<file path="src/include/pulse_timer_ch0_pkg.sv">
// Purpose: Shared constants for the channel 0 mode control block.
// Assumes: 32-bit classic Wishbone, byte addresses, low byte lane used.
// Notes:   Only the low eight bits of each register word are live.
package pulse_timer_ch0_pkg;

   // Register byte offsets
   localparam logic [7:0] ADR_MODE_CTRL  = 8'h00;
   localparam logic [7:0] ADR_EVT_STATUS = 8'h04;
   localparam logic [7:0] ADR_EVT_CLEAR  = 8'h08;
   localparam logic [7:0] ADR_EVT_ENABLE = 8'h0c;

   // Field positions in the mode control register
   localparam int BIT_RESERVED  = 0;
   localparam int BIT_UNUSED_1  = 1;
   localparam int BIT_UNUSED_2  = 2;
   localparam int BIT_UF_FLAG   = 3;
   localparam int BIT_UF_IRQ_EN = 4;
   localparam int BIT_PIN_EN    = 5;
   localparam int BIT_UNUSED_6  = 6;
   localparam int BIT_COUNT_EN  = 7;

   // Field positions in the event status, clear and enable registers
   localparam int EVT_UNDERFLOW  = 0;
   localparam int EVT_BAD_MODE   = 1;
   localparam int EVT_WIDTH      = 2;

   // Values after reset
   localparam logic [7:0] RST_MODE_CTRL = 8'h00;
   localparam logic [1:0] RST_EVT       = 2'h0;
   localparam logic [31:0] RST_RDATA    = 32'h0000_0000;

   // Operating mode codes from the companion channel 1 register
   localparam logic [1:0] MODE_8BIT_INDEP = 2'h0;
   localparam logic [1:0] MODE_8PLUS8     = 2'h1;
   localparam logic [1:0] MODE_FORBIDDEN  = 2'h2;
   localparam logic [1:0] MODE_16BIT      = 2'h3;

   // Counter terminal values before an underflow
   localparam logic [7:0]  CNT8_ZERO  = 8'h00;
   localparam logic [15:0] CNT16_ZERO = 16'h0000;

endpackage

</file>
<file path="src/rtl/pulse_timer_ch0_mode_control.sv">
// Purpose: Mode control register of pulse channel 0 with Wishbone slave,
//          underflow flag, pin function select and event interrupts.
// Assumes: Counter datapath outside supplies the count tick and the
//          counter values; all inputs are synchronous to clk_i.
// Notes:   One clock, ce_i low freezes every flip-flop.
// Behaviour
// - Unused bits one two six: ignore writes
// - 8-bit modes: flag on 00 to FF
// - 16-bit mode: flag on 0000 to FFFF
// - Flag and enable raise interrupt request
// - Writing zero clears flag, one no effect
// - Read-modify-write reads flag as one
// - Bit five selects pulse output on pin
// - Counting allowed only while bit seven set
// - Disabled counting holds pulse output low
// - 16-bit mode joins both 8-bit counters
`timescale 1ns/1ps
module pulse_timer_ch0_mode_control (
   input  wire logic        clk_i,              // Machine clock, 20 MHz
   input  wire logic        rst_i,              // Sync reset, active high
   input  wire logic        ce_i,               // Clock enable, freezes all
   input  wire logic        wb_cyc_i,           // Wishbone cycle
   input  wire logic        wb_stb_i,           // Wishbone strobe
   input  wire logic        wb_we_i,            // Wishbone write enable
   input  wire logic [7:0]  wb_adr_i,           // Wishbone byte address
   input  wire logic [3:0]  wb_sel_i,           // Wishbone byte selects
   input  wire logic [31:0] wb_dat_i,           // Wishbone write data
   output logic      [31:0] wb_dat_o,           // Wishbone read data
   output logic             wb_ack_o,           // Wishbone acknowledge
   input  wire logic        rmw_i,              // Read is part of RMW
   input  wire logic        count_tick_i,       // Counter decrement strobe
   input  wire logic [7:0]  counter0_value_i,   // Channel 0 counter value
   input  wire logic [7:0]  counter1_value_i,   // Channel 1 counter value
   input  wire logic        mode_select_high_i, // Companion mode bit high
   input  wire logic        mode_select_low_i,  // Companion mode bit low
   input  wire logic        pulse_level_i,      // Pulse generator level
   input  wire logic        port_data_i,        // Port output data latch
   input  wire logic        port_dir_i,         // Port direction, 1 = out
   output logic             count_run_o,        // Counter may decrement
   output logic             pulse_pin_select_o, // Pin carries pulse
   output logic             pin_o,              // Pin output level
   output logic             pin_oe_n_o,         // Pin drive, low = driven
   output logic             underflow_irq_o,    // Underflow interrupt req
   output logic             irq_o               // Event interrupt, level
);

   // Control register fields
   logic       reserved_bit;
   logic       underflow_flag;
   logic       underflow_irq_enable;
   logic       pulse_pin_enable;
   logic       count_enable;
   logic       next_reserved_bit;
   logic       next_underflow_flag;
   logic       next_underflow_irq_enable;
   logic       next_pulse_pin_enable;
   logic       next_count_enable;

   // Event status and enable
   logic [1:0] evt_status;
   logic [1:0] evt_enable;
   logic       bad_mode_seen;
   logic [1:0] next_evt_status;
   logic [1:0] next_evt_enable;
   logic       next_bad_mode_seen;

   // Bus answer
   logic        wb_ack;
   logic [31:0] wb_rdata;
   logic        next_wb_ack;
   logic [31:0] next_wb_rdata;

   // Registered outputs
   logic count_run;
   logic pin_select;
   logic pin_level;
   logic pin_oe_n;
   logic uf_irq;
   logic evt_irq;
   logic next_count_run;
   logic next_pin_select;
   logic next_pin_level;
   logic next_pin_oe_n;
   logic next_uf_irq;
   logic next_evt_irq;

   // Decoded bus request and events
   logic       bus_req;
   logic       wr_low_lane;
   logic       wr_mode;
   logic       wr_clear;
   logic       wr_enable;
   logic       underflow_evt;
   logic       bad_mode_now;
   logic [1:0] mode_sel;

   // Address compare, used for every register
   function automatic logic adr_hit(input logic [7:0] adr,
                                    input logic [7:0] offset);
      adr_hit = (adr[7:2] == offset[7:2]);
   endfunction

   // Underflow on this tick: counter about to wrap below zero
   function automatic logic wraps(input logic [1:0] mode,
                                  input logic [7:0] c0,
                                  input logic [7:0] c1);
      if (mode == pulse_timer_ch0_pkg::MODE_16BIT) begin
         wraps = ({c1, c0} == pulse_timer_ch0_pkg::CNT16_ZERO);
      end else begin
         wraps = (c0 == pulse_timer_ch0_pkg::CNT8_ZERO);
      end
   endfunction

   assign mode_sel = {mode_select_high_i, mode_select_low_i};

   // Write takes effect on the cycle the request is first seen; ack
   // follows one cycle later while the master still holds the request
   assign bus_req     = wb_cyc_i & wb_stb_i & ~wb_ack;
   assign wr_low_lane = bus_req & wb_we_i & wb_sel_i[0];
   assign wr_mode     = wr_low_lane &
                        adr_hit(wb_adr_i, pulse_timer_ch0_pkg::ADR_MODE_CTRL);
   assign wr_clear    = wr_low_lane &
                        adr_hit(wb_adr_i, pulse_timer_ch0_pkg::ADR_EVT_CLEAR);
   assign wr_enable   = wr_low_lane &
                        adr_hit(wb_adr_i, pulse_timer_ch0_pkg::ADR_EVT_ENABLE);

   // Ticks while disabled are not counts, so they cannot underflow
   assign underflow_evt = count_tick_i & count_enable &
                          wraps(mode_sel, counter0_value_i,
                                counter1_value_i);

   // Pattern 10 is not a mode; it is only reported, counting stays 8-bit
   assign bad_mode_now = (mode_sel == pulse_timer_ch0_pkg::MODE_FORBIDDEN);

   // Control register next values
   always_comb begin
      next_reserved_bit         = reserved_bit;
      next_underflow_irq_enable = underflow_irq_enable;
      next_pulse_pin_enable     = pulse_pin_enable;
      next_count_enable         = count_enable;
      next_underflow_flag       = underflow_flag;
      if (wr_mode) begin
         // Bits one, two and six have no storage at all
         next_reserved_bit = wb_dat_i[pulse_timer_ch0_pkg::BIT_RESERVED];
         next_underflow_irq_enable =
            wb_dat_i[pulse_timer_ch0_pkg::BIT_UF_IRQ_EN];
         next_pulse_pin_enable = wb_dat_i[pulse_timer_ch0_pkg::BIT_PIN_EN];
         next_count_enable     = wb_dat_i[pulse_timer_ch0_pkg::BIT_COUNT_EN];
         if (!wb_dat_i[pulse_timer_ch0_pkg::BIT_UF_FLAG]) begin
            next_underflow_flag = 1'b0;
         end
      end
      if (underflow_evt) begin
         next_underflow_flag = 1'b1;
      end
   end

   // Event status next values, a set beats a clear in the same cycle
   always_comb begin
      next_evt_status    = evt_status;
      next_evt_enable    = evt_enable;
      next_bad_mode_seen = bad_mode_now;
      if (wr_clear) begin
         next_evt_status = evt_status & ~wb_dat_i[1:0];
      end
      if (wr_enable) begin
         next_evt_enable = wb_dat_i[1:0];
      end
      if (underflow_evt) begin
         next_evt_status[pulse_timer_ch0_pkg::EVT_UNDERFLOW] = 1'b1;
      end
      if (bad_mode_now && !bad_mode_seen) begin
         next_evt_status[pulse_timer_ch0_pkg::EVT_BAD_MODE] = 1'b1;
      end
   end

   // Bus answer next values; unmapped addresses read zero and ack
   always_comb begin
      next_wb_ack   = bus_req;
      next_wb_rdata = pulse_timer_ch0_pkg::RST_RDATA;
      if (bus_req && !wb_we_i) begin
         if (adr_hit(wb_adr_i, pulse_timer_ch0_pkg::ADR_MODE_CTRL)) begin
            // Unused bits read as zero, which is one legal undefined value
            next_wb_rdata[pulse_timer_ch0_pkg::BIT_RESERVED] =
               reserved_bit;
            next_wb_rdata[pulse_timer_ch0_pkg::BIT_UF_FLAG] =
               underflow_flag | rmw_i;
            next_wb_rdata[pulse_timer_ch0_pkg::BIT_UF_IRQ_EN] =
               underflow_irq_enable;
            next_wb_rdata[pulse_timer_ch0_pkg::BIT_PIN_EN] =
               pulse_pin_enable;
            next_wb_rdata[pulse_timer_ch0_pkg::BIT_COUNT_EN] =
               count_enable;
         end else if (adr_hit(wb_adr_i,
                              pulse_timer_ch0_pkg::ADR_EVT_STATUS)) begin
            next_wb_rdata[1:0] = evt_status;
         end else if (adr_hit(wb_adr_i,
                              pulse_timer_ch0_pkg::ADR_EVT_ENABLE)) begin
            next_wb_rdata[1:0] = evt_enable;
         end else begin
            next_wb_rdata = pulse_timer_ch0_pkg::RST_RDATA;
         end
      end
   end

   // Output next values, computed from next state so that the outputs
   // move in the same cycle as the register bits behind them
   always_comb begin
      next_count_run  = next_count_enable;
      next_pin_select = next_pulse_pin_enable;
      next_uf_irq     = next_underflow_flag & next_underflow_irq_enable;
      next_evt_irq    = |(next_evt_status & next_evt_enable);
      if (next_pulse_pin_enable) begin
         // Pulse forced low while stopped, whatever the generator shows
         next_pin_level = pulse_level_i & next_count_enable;
         next_pin_oe_n  = 1'b0;
      end else begin
         next_pin_level = port_data_i;
         next_pin_oe_n  = ~port_dir_i;
      end
   end

   // Control register
   always_ff @(posedge clk_i) begin
      if (rst_i) begin
         reserved_bit         <= pulse_timer_ch0_pkg::RST_MODE_CTRL[0];
         underflow_flag       <= pulse_timer_ch0_pkg::RST_MODE_CTRL[3];
         underflow_irq_enable <= pulse_timer_ch0_pkg::RST_MODE_CTRL[4];
         pulse_pin_enable     <= pulse_timer_ch0_pkg::RST_MODE_CTRL[5];
         count_enable         <= pulse_timer_ch0_pkg::RST_MODE_CTRL[7];
      end else if (ce_i) begin
         reserved_bit         <= next_reserved_bit;
         underflow_flag       <= next_underflow_flag;
         underflow_irq_enable <= next_underflow_irq_enable;
         pulse_pin_enable     <= next_pulse_pin_enable;
         count_enable         <= next_count_enable;
      end
   end

   // Event status and enable
   always_ff @(posedge clk_i) begin
      if (rst_i) begin
         evt_status    <= pulse_timer_ch0_pkg::RST_EVT;
         evt_enable    <= pulse_timer_ch0_pkg::RST_EVT;
         bad_mode_seen <= 1'b0;
      end else if (ce_i) begin
         evt_status    <= next_evt_status;
         evt_enable    <= next_evt_enable;
         bad_mode_seen <= next_bad_mode_seen;
      end
   end

   // Bus answer
   always_ff @(posedge clk_i) begin
      if (rst_i) begin
         wb_ack   <= 1'b0;
         wb_rdata <= pulse_timer_ch0_pkg::RST_RDATA;
      end else if (ce_i) begin
         wb_ack   <= next_wb_ack;
         wb_rdata <= next_wb_rdata;
      end
   end

   // Registered outputs
   always_ff @(posedge clk_i) begin
      if (rst_i) begin
         count_run  <= 1'b0;
         pin_select <= 1'b0;
         pin_level  <= 1'b0;
         pin_oe_n   <= 1'b1;
         uf_irq     <= 1'b0;
         evt_irq    <= 1'b0;
      end else if (ce_i) begin
         count_run  <= next_count_run;
         pin_select <= next_pin_select;
         pin_level  <= next_pin_level;
         pin_oe_n   <= next_pin_oe_n;
         uf_irq     <= next_uf_irq;
         evt_irq    <= next_evt_irq;
      end
   end

   assign wb_ack_o           = wb_ack;
   assign wb_dat_o           = wb_rdata;
   assign count_run_o        = count_run;
   assign pulse_pin_select_o = pin_select;
   assign pin_o              = pin_level;
   assign pin_oe_n_o         = pin_oe_n;
   assign underflow_irq_o    = uf_irq;
   assign irq_o              = evt_irq;

endmodule

</file>
<file path="config.mk">
export PLATFORM = sky130hd
export DESIGN_NAME = pulse_timer_ch0_mode_control
export DESIGN_NICKNAME = d
export VERILOG_FILES = /design/src/include/pulse_timer_ch0_pkg.sv /design/src/rtl/pulse_timer_ch0_mode_control.sv
export SDC_FILE = /design/constraint.sdc
export NUM_CORES = 1
export LEC_CHECK = 0
export BUFFER_PORTS_ARGS = -buffer_cell sky130_fd_sc_hd__buf_4
export CAP_MARGIN = 20
export CORE_MARGIN = 1
export CORE_UTILIZATION = 40
export CTS_CLUSTER_SIZE = 30
export DETAILED_ROUTE_END_ITERATION = 16
export GPL_ROUTABILITY_DRIVEN = 0
export PLACE_DENSITY = 0.93
export SYNTH_ARGS = -nofsm -noshare
export SYNTH_HDL_FRONTEND = slang
export SYNTH_SLANG_ARGS = --single-unit
export TNS_END_PERCENT = 50
</file>
<file path="constraint.sdc">
create_clock -name clk_i -period 6.5 [get_ports clk_i]
set_clock_uncertainty 0.1 [all_clocks]
set_input_delay 1.3 -clock clk_i [delete_from_list [all_inputs] [get_ports clk_i]]
set_output_delay 1.3 -clock clk_i [all_outputs]
set_load 0.01 [all_outputs]
</file>
==> results.txt, run 1 <==
Vias/cell: 4.808
Reg2reg setup slack: 4.68 ns
Core area: 0.003028 mm²
Die Width: 58.24 µm
Drt first pass iters: 4
Comb pwr share: 0.194
Overall power: 242.7 µW
Post-synthesis mux area share: 0.08210
Main combinational cell family by area after synthesis: simple AND/OR/NAND/NOR gates
Die H: 58.24 µm
Diode count: 0
Cts hold-fix bufs: 0
Net Sw Power: 66.01 µW
Fmax achieved: 345.3 MHz
CTS Root Cell: clkbuf_4
CP Cell Sequence: buf_4 -> or4_4 -> nor4_4 -> mux2_1 -> o211ai_1 -> o21ai_2
Ys flop type: dfxtp_1
Largest stage delay on the critical path: 0.57 ns
Cell Pwr Density: 149.0 mW/mm²
Filler cells: 297
Max IR drop VDD: 82.80 µV
Status: completed
Setup crit end: irq_o
Synth Register Bits: 21
Slew Viols, Final: 0
Max capacitance violation total: 0
Share of layout cells above drive strength 1: 0.3107
WL final: 2.853 mm
Die area: 0.003391 mm²
GR Util All Layers: 0.1726
CTS Buffer Depth: 2
I/O Pins: 112
Xor and xnor area share after synthesis: 0
RSZ-0062 raised after global routing: false
Final min period: 2.896 ns
FP Rows: 20
Area post-placement: 0.001602 mm²
Share of total power in the clock network: 0.260
Placed cell count: 246
Adder-Cell Fraction of Synth Area: 0
Flop pwr share: 0.546
WP data required: 6.60 ns
TritonCTS Sinks: 21
Reg-to-reg startpoint: wb_ack_o
Synth Area per Inst: 8.161 µm²
Final hold vios: 0
Number of routed nets with antenna violations: 0
Largest net degree at the start of global routing: 22
Hold Path Class: flip-flop to flip-flop
Class of the most critical setup path: primary input to flip-flop
Vias in the first global route: 1134
CP max FO: 5
Synth async-reset ratio: 0
Wire per inst: 11.41 µm
CTS tree: yes
Critical path arrival: 3.00 ns
Layout area overhead: 28.78%
Clock-pin transition on the worst setup and hold timing paths: 0.12 ns
Distinct cells, synth: 40
Synthesized area: 0.001265 mm²
Final worst path period share: 0.4455
PortBufs: 54
Simple-Gate Fraction of Synth Area: 0.2631
Initial antenna violation count: 0
Fin Setup TNS: 0 ns
Static leakage: 0.0007528 µW
Crit path launch: wb_adr_i[7]
EDFF count, synth: 0
Yosys warnings: 0
DP HPWL: 2.247 mm
CTS resizes: 0
Crit path launch type: primary input
Initial Util: 0.4178
Worst Reg-to-Reg Cells: 5
Final setup fails: 0
Switching Share: 0.2720
Synth Area in Compound Gates: 0.1414
Sequential-to-total area share from yosys stat: 0.3323
First-pass GRT wire length: 4.616 mm
Synthesized instance count: 155
Design area: 0.001629 mm²
Cell-internal power: 176.7 µW
CTS buffer count: 3
Nets: 280
CP max stage cell: or4_4
Element type at the critical path end: flip-flop
Vias: 1202
Initial DRC count: 16
Grt ovf: 0
# DRC: 0
Htree depth: 1
Postcts setup bufs: 0
Worst skew pair latency: 0.30 ns
Cell Count, Final, Fillers Out: 250
RR Endpoint: wb_dat_o[3]
[per-layer routing]
layer | vias to the layer above | wire length, µm | GRT usage
li1 | 594 | - | -
met1 | 550 | 1148 | 0.1849
met2 | 56 | 1458 | 0.3415
met3 | 2 | 225 | 0.03348
met4 | 0 | 21 | 0.04082
met5 | - | 0 | 0
[worst min-delay path by stage]
| stage | end | depth (start not counted) | start | slack, ns |
|---|---|---|---|---|
| 6_report | wb_dat_o[0] | 2 | wb_dat_o[0] | 0.38 |
| 5_1_grt | underflow_irq_o | 2 | underflow_irq_o | 0.40 |
| 4_1_cts | wb_dat_o[0] | 2 | wb_dat_o[0] | 0.37 |
| 3_5_place_dp | wb_dat_o[0] | 2 | wb_dat_o[0] | 0.36 |
| 3_3_place_gp | underflow_irq_o | 2 | underflow_irq_o | 0.35 |
| 2_1_floorplan | evt_enable[1] | 2 | evt_enable[1] | 0.34 |
[cell families (layout without fill, tap and decap cells)]
group                  after synthesis  in the layout
AND/OR/NAND/NOR                     60             60
buffers and inverters               34             60
AO/OA/AOI/OAI                       29             29
flip-flops                          21             21
multiplexers                        10             10
other                                1             26
[critical path: cells and delay by family]
| family | cells | cell delay (ns) |
|---|---|---|
| compound gates | 2 | 0.26 |
| buf+inv | 1 | 0.12 |
| mux | 1 | 0.36 |
| simple gates | 2 | 0.96 |
[Yosys cell counts (2+ instances only)]
master	count	area share
a21oi_1	13	0.051
a22oi_1	3	0.018
buf_4	26	0.15
clkbuf_1	5	0.015
dfxtp_1	21	0.33
inv_1	2	0.0059
mux2_1	2	0.018
mux2i_1	7	0.055
nand2_1	15	0.045
nand3_1	5	0.020
nand3b_1	3	0.018
nor2_1	17	0.050
nor4_1	4	0.020
nor4_2	2	0.020
o211ai_1	4	0.024
o21ai_1	2	0.0079
[stage by stage]
step / utilization / setup WS (ns) / hold slack, ns
floorplan: - / 3.475 / 0.3448
global route: 0.5380 / 3.556 / 0.4025
global placement: 0.5289 / 3.284 / 0.3510
finish: 0.5380 / 3.604 / 0.3753
detailed placement: 0.5289 / 3.262 / 0.3561
CTS: 0.5380 / 3.598 / 0.3748
[power groups by stage]
stage	Combinational [µW]	Sequential [µW]	Clock [µW]
4_1_cts	47.0	132	65.3
5_1_grt	51.5	133	70.6
3_5_place_dp	46.8	135	0
3_3_place_gp	45.8	135	0
6_report	47.2	132	63.0
2_1_floorplan	31.8	136	0
[cell usage in the layout, fill, tap and decap left out, drive strengths merged]
master  instances
a211oi          1
a21oi          13
a22oi           3
a31oi           1
and2            1
and3            1
and3b           1
buf            54
clkbuf          3
clkinv          1
conb           26
dfxtp          21
inv             2
mux2            3
mux2i           7
nand2          15
nand2b          1
nand3           5
nand3b          3
nand4           1
nand4b          1
nor2           17
nor2b           1
nor3            1
nor3b           1
nor4            7
nor4b           1
o211ai          4
o21a            1
o21ai           4
o21bai          1
o41ai           1
or2             1
or3             1
or4             1
[state kept, by name (all words and copies together), names as in the netlist]
| name | count |
|---|---|
| bad_mode_seen | 1 |
| count_run_o | 1 |
| evt_enable | 2 |
| evt_status | 2 |
| irq_o | 1 |
| pin_o | 1 |
| pin_oe_n_o | 1 |
| pulse_pin_select_o | 1 |
| reserved_bit | 1 |
| underflow_flag | 1 |
| underflow_irq_enable | 1 |
| underflow_irq_o | 1 |
| wb_ack_o | 1 |
| wb_dat_o | 6 |
[cell type report]
type,instances,area (µm²),share of cell area
well taps,44,55.05,0.03379
inverters,2,7.507,0.004608
repair buffers,54,405.4,0.2488
multi-input cells,125,713.2,0.4378
flip-flops and latches,21,420.4,0.2581
clock inverters,1,5.005,0.003072
clock buffers,3,22.52,0.01382
Note: power is estimated with default switching activity, not from simulation.
==> run 2, diff against run 1 <==
--- a/config.mk
+++ b/config.mk
@@ -8,11 +8,11 @@
 export BUFFER_PORTS_ARGS = -buffer_cell sky130_fd_sc_hd__buf_4
 export CAP_MARGIN = 20
 export CORE_MARGIN = 1
-export CORE_UTILIZATION = 40
+export CORE_UTILIZATION = 37
 export CTS_CLUSTER_SIZE = 30
 export DETAILED_ROUTE_END_ITERATION = 16
 export GPL_ROUTABILITY_DRIVEN = 0
-export PLACE_DENSITY = 0.93
+export PLACE_DENSITY = 0.87
 export SYNTH_ARGS = -nofsm -noshare
 export SYNTH_HDL_FRONTEND = slang
 export SYNTH_SLANG_ARGS = --single-unit
==> constraint.sdc (replaced) <==
create_clock -name clk_i -period 2.8 [get_ports clk_i]
set_clock_uncertainty 0.1 [all_clocks]
set_input_delay 0.56 -clock clk_i [delete_from_list [all_inputs] [get_ports clk_i]]
set_output_delay 0.56 -clock clk_i [all_outputs]
set_load 0.01 [all_outputs]
==> run 2 against run 1 <==
Sequential share of layout area shrank 0.16 points. Final cell count grew 0.40%. Design area grew 0.61%. Wire length decreased by 0.42%. Global-route usage decreased by 0.40 points. Via count down 2.0%. Highest routed layer unchanged. Register-to-register slack worse by 3.7 ns. Largest cell class unchanged. Clock power rose to 2.5 times the previous value. First-iteration DRC count is 38% lower. Non-clock buffer count rose by 1. Critical path depth is the same.
==> results.txt, run 2 (same netlist as run 1, synthesis figures left out) <==
Status: completed
RSZ-0062 raised after global routing: false
GR Util All Layers: 0.1686
CTS buffer count: 3
WP buf/inv: 1
Drt first pass iters: 4
Die H: 60.47 µm
Largest stage delay on the critical path: 0.57 ns
Final min period: 2.108 ns
Cell Count, Final, Fillers Out: 251
Die Width: 60.47 µm
CTS tree: yes
Core area: 0.003153 mm²
Worst skew pair latency: 0.33 ns
Share of layout cells above drive strength 1: 0.3140
Max reg flops: 6
Max capacitance violation total: 0
Layout area overhead: 29.57%
Final worst path period share: 0.7529
Critical path arrival: 2.24 ns
Nets: 281
Vias: 1178
Hold Path Class: primary input to flip-flop
CTS Buffer Depth: 2
Place WS: 0.3250 ns
Largest delay contributor family on the critical path: simple AND/OR/NAND/NOR gates
Final setup fails: 0
Hold Worst Slack: 0.3603 ns
Grt ovf: 0
First-pass GRT wire length: 4.471 mm
# DRC: 0
Final core occ: 0.5198
Vias in the first global route: 1089
Class of the most critical setup path: primary input to flip-flop
Static leakage: 0.0007539 µW
DP HPWL: 2.283 mm
Initial DRC count: 10
Diode count: 0
Initial antenna violation count: 0
Fin Setup TNS: 0 ns
Cell Pwr Density: 351.8 mW/mm²
Wire per inst: 11.32 µm
TritonCTS Sinks: 21
Die area: 0.003657 mm²
Placed cell count: 247
Crit path launch type: primary input
Largest net degree at the start of global routing: 22
Cts hold-fix bufs: 0
CTS resizes: 0
CP Cell Sequence: buf_4 -> or4_4 -> nor4_4 -> mux2_1 -> o211ai_1 -> o21ai_2
Fmax achieved: 474.4 MHz
WP data required: 2.93 ns
FP Rows: 20
PortBufs: 54
Initial Util: 0.4012
Postcts setup bufs: 0
CP max stage cell: or4_4
CTS Root Cell: clkbuf_4
Most frequent cells in the layout: buf_4, conb_1, dfxtp_1
Leading cell type in the layout, fill and taps excluded: buf_4
Htree depth: 1
Element type at the critical path end: flip-flop
Vias/cell: 4.693
Final worst setup slack: 0.6919 ns
I/O Pins: 112
Max IR drop VDD: 266.0 µV
Number of routed nets with antenna violations: 0
Slew Viols, Final: 0
CP max FO: 5
WL final: 2.841 mm
Final hold vios: 0
Reg2reg setup slack: 1.00 ns
Clock-pin transition on the worst setup and hold timing paths: 0.13 ns
## run 2: cell types whose count changed in the layout (fill, tap and decap cells not counted), sizes merged
cell,previous run,this run
clkinvlp,0,1
buf,54,55
clkinv,1,0
## run 2: power by group
group	leakage [µW]	internal [µW]	switching [µW]
Clock	0.0000139	54.8	104
Sequential	0.000170	304	3.31
Combinational	0.000570	53.6	56.5
Total	0.000754	413	164
## run 2: layer usage
| layer | GRT usage | vias to the layer above | share of wire |
|---|---|---|---|
| met2 | 0.3046 | 51 | 0.50 |
| met5 | 0 | - | 0 |
| met3 | 0.05757 | 7 | 0.080 |
| met4 | 0.07792 | 0 | 0.019 |
| met1 | 0.1754 | 522 | 0.40 |
| li1 | - | 598 | - |
## run 2: worst reg2reg max path, stage by stage, from the launching register on
cell	delay, ns
dfxtp_1	0.35
nand3b_1	0.27
or3_1	0.42
nor4_2	0.34
o21ai_1	0.13
a21oi_1	0.15
## run 2: final timing paths
path | end | start | depth (start not counted)
hold / removal | pin_oe_n_o | port_dir_i | 3
hold reg to reg | wb_dat_o[3] | wb_dat_o[3] | 2
setup reg to reg | wb_dat_o[3] | wb_ack_o | 5
setup / recovery | irq_o | wb_adr_i[7] | 6
## run 2: layout make-up
cell class / instances / area, µm²
sequential: 21 / 420.4
clock buffer: 3 / 22.52
multi-input combinational: 125 / 713.2
tap: 44 / 55.05
timing repair buffer: 55 / 412.9
clock inverter: 1 / 7.507
fill: 329 / 1514
inverter: 2 / 7.507
## run 2: through the flow
stage	total power, µW	cell area [µm²]
3_3_place_gp	422.1	1609
3_5_place_dp	424.3	1609
4_1_cts	585.9	1639
5_1_grt	604.2	1639
6_report	576.6	1639
2_1_floorplan	388.9	1359
==> run 3, diff against run 2 <==
==> constraint.sdc (replaced) <==
create_clock -name clk_i -period 2.2 [get_ports clk_i]
set_clock_uncertainty 0.1 [all_clocks]
set_input_delay 0.44 -clock clk_i [delete_from_list [all_inputs] [get_ports clk_i]]
set_output_delay 0.44 -clock clk_i [all_outputs]
set_load 0.01 [all_outputs]
==> run 3 against run 2 <==
Flip-flop and latch count stayed put. Clock power grew 15%. Final cell count is 2.8% higher. Critical path depth rose by 1. Critical endpoint unchanged. Largest cell class unchanged. Highest routed layer unchanged.
==> results.txt, run 3 (same netlist as run 1, synthesis figures left out) <==
Status: completed
Vias in the first global route: 1122
Switching Share: 0.2637
DP HPWL: 2.346 mm
Met1 GRT Util: 0.1739
Comb pwr share: 0.202
Die H: 60.47 µm
M3 GR Usage: 0.04691
Largest net degree at the start of global routing: 22
Die Width: 60.47 µm
Leading cell type in the layout, fill and taps excluded: buf_4
Class of the most critical setup path: primary input to flip-flop
Final min period: 1.987 ns
CTS resizes: 0
Element type at the critical path end: flip-flop
Vias/cell: 4.822
Hold Path Class: primary input to flip-flop
Clock-pin transition on the worst setup and hold timing paths: 0.11 ns
PortBufs: 54
Diode count: 0
Cts hold-fix bufs: 0
Max IR drop VDD: 271.0 µV
Worst skew pair latency: 0.30 ns
Max reg flops: 6
Final core occ: 0.5353
CTS buffer count: 3
Slew Viols, Final: 0
Cell Count, Final, Fillers Out: 258
Initial antenna violation count: 0
Drt first pass iters: 4
Postcts setup bufs: 0
Largest stage delay on the critical path: 0.55 ns
CTS tree: yes
Fin Setup TNS: 0 ns
Final worst path period share: 0.9032
I/O Pins: 112
WP data required: 2.31 ns
Max capacitance violation total: 0
RSZ-0062 raised after global routing: false
Final setup fails: 0
CP max stage cell: or4_4
Vias: 1244
Core area: 0.003153 mm²
FP Rows: 20
Initial DRC count: 27
Layout area overhead: 33.43%
CP max FO: 3
Die area: 0.003657 mm²
Number of routed nets with antenna violations: 0
Cell Pwr Density: 425.9 mW/mm²
Cell-internal power: 529.2 µW
GR Util All Layers: 0.1618
Crit path launch type: primary input
Htree depth: 1
TritonCTS Sinks: 21
Fmax achieved: 503.3 MHz
Nets: 288
Flop pwr share: 0.544
Placed cell count: 254
Static leakage: 0.0007892 µW
CTS Root Cell: clkbuf_4
Share of total power in the clock network: 0.254
Initial Util: 0.4012
Most frequent cells in the layout: buf_4, conb_1, dfxtp_1
# DRC: 0
WL final: 2.931 mm
Final hold vios: 0
M2 GR Usage: 0.3171
Net Sw Power: 189.6 µW
Share of layout cells above drive strength 1: 0.3318
Wire per inst: 11.36 µm
Hold Worst Slack: 0.2736 ns
CTS Buffer Depth: 2
Busiest grt layer: met2
First-pass GRT wire length: 4.519 mm
Grt ovf: 0
Critical path arrival: 2.09 ns
CP Cell Sequence: buf_4 -> or4_4 -> buf_4 -> o41ai_1 -> o211ai_1 -> o211ai_1 -> o21ai_2
[run 3: cell types whose count changed in the layout (fill, tap and decap cells not counted), sizes merged]
| cell | change |
|---|---|
| buf | +7 |
| clkbuf | +1 |
| clkinvlp | -1 |
[run 3: path summary, 6_finish.rpt]
check | from | to | slack [ns] | cells after the start
worst max-delay path | wb_adr_i[7] | irq_o | 0.21 | 7
worst min-delay path | wb_dat_i[7] | count_run_o | 0.27 | 3
worst max register to register | wb_ack_o | irq_o | 0.47 | 6
worst min register to register | wb_dat_o[3] | wb_dat_o[3] | 0.37 | 2
[run 3: power groups by stage]
stage / logic, µW / registers, µW / clock network [µW]
after floorplan: 94.0 / 401 / 0
after global placement: 142 / 400 / 0
after detailed placement: 145 / 400 / 0
after CTS: 145 / 392 / 194
after global routing: 159 / 393 / 208
final: 145 / 391 / 183
[run 3: layout make-up]
cell class	count	area, µm²
fill	314	1465
multi-input combinational	125	713.2
timing repair buffer	62	465.4
sequential	21	420.4
tap	44	55.05
clock buffer	4	26.28
inverter	2	7.507
[run 3: through the flow]
stage | instance area, µm² | total power (µW) | setup slack [ns]
detailed placement | 1662 | 544.6 | -0.09746
finish | 1688 | 718.8 | 0.2129
floorplan | 1359 | 494.9 | 0.03540
global placement | 1662 | 541.3 | -0.03947
CTS | 1688 | 730.1 | 0.2413
global route | 1688 | 759.7 | 0.1143
[run 3: critical path: cells and delay by family]
family / cells / cell delay [ns]
buf+inv: 2 / 0.28
compound gates: 4 / 0.82
simple gates: 1 / 0.55
[run 3: metal layers]
layer	wire length, µm	vias to the layer above
li1	-	613
met1	1193	562
met2	1473	63
met3	240	6
met4	23	0
met5	0	-
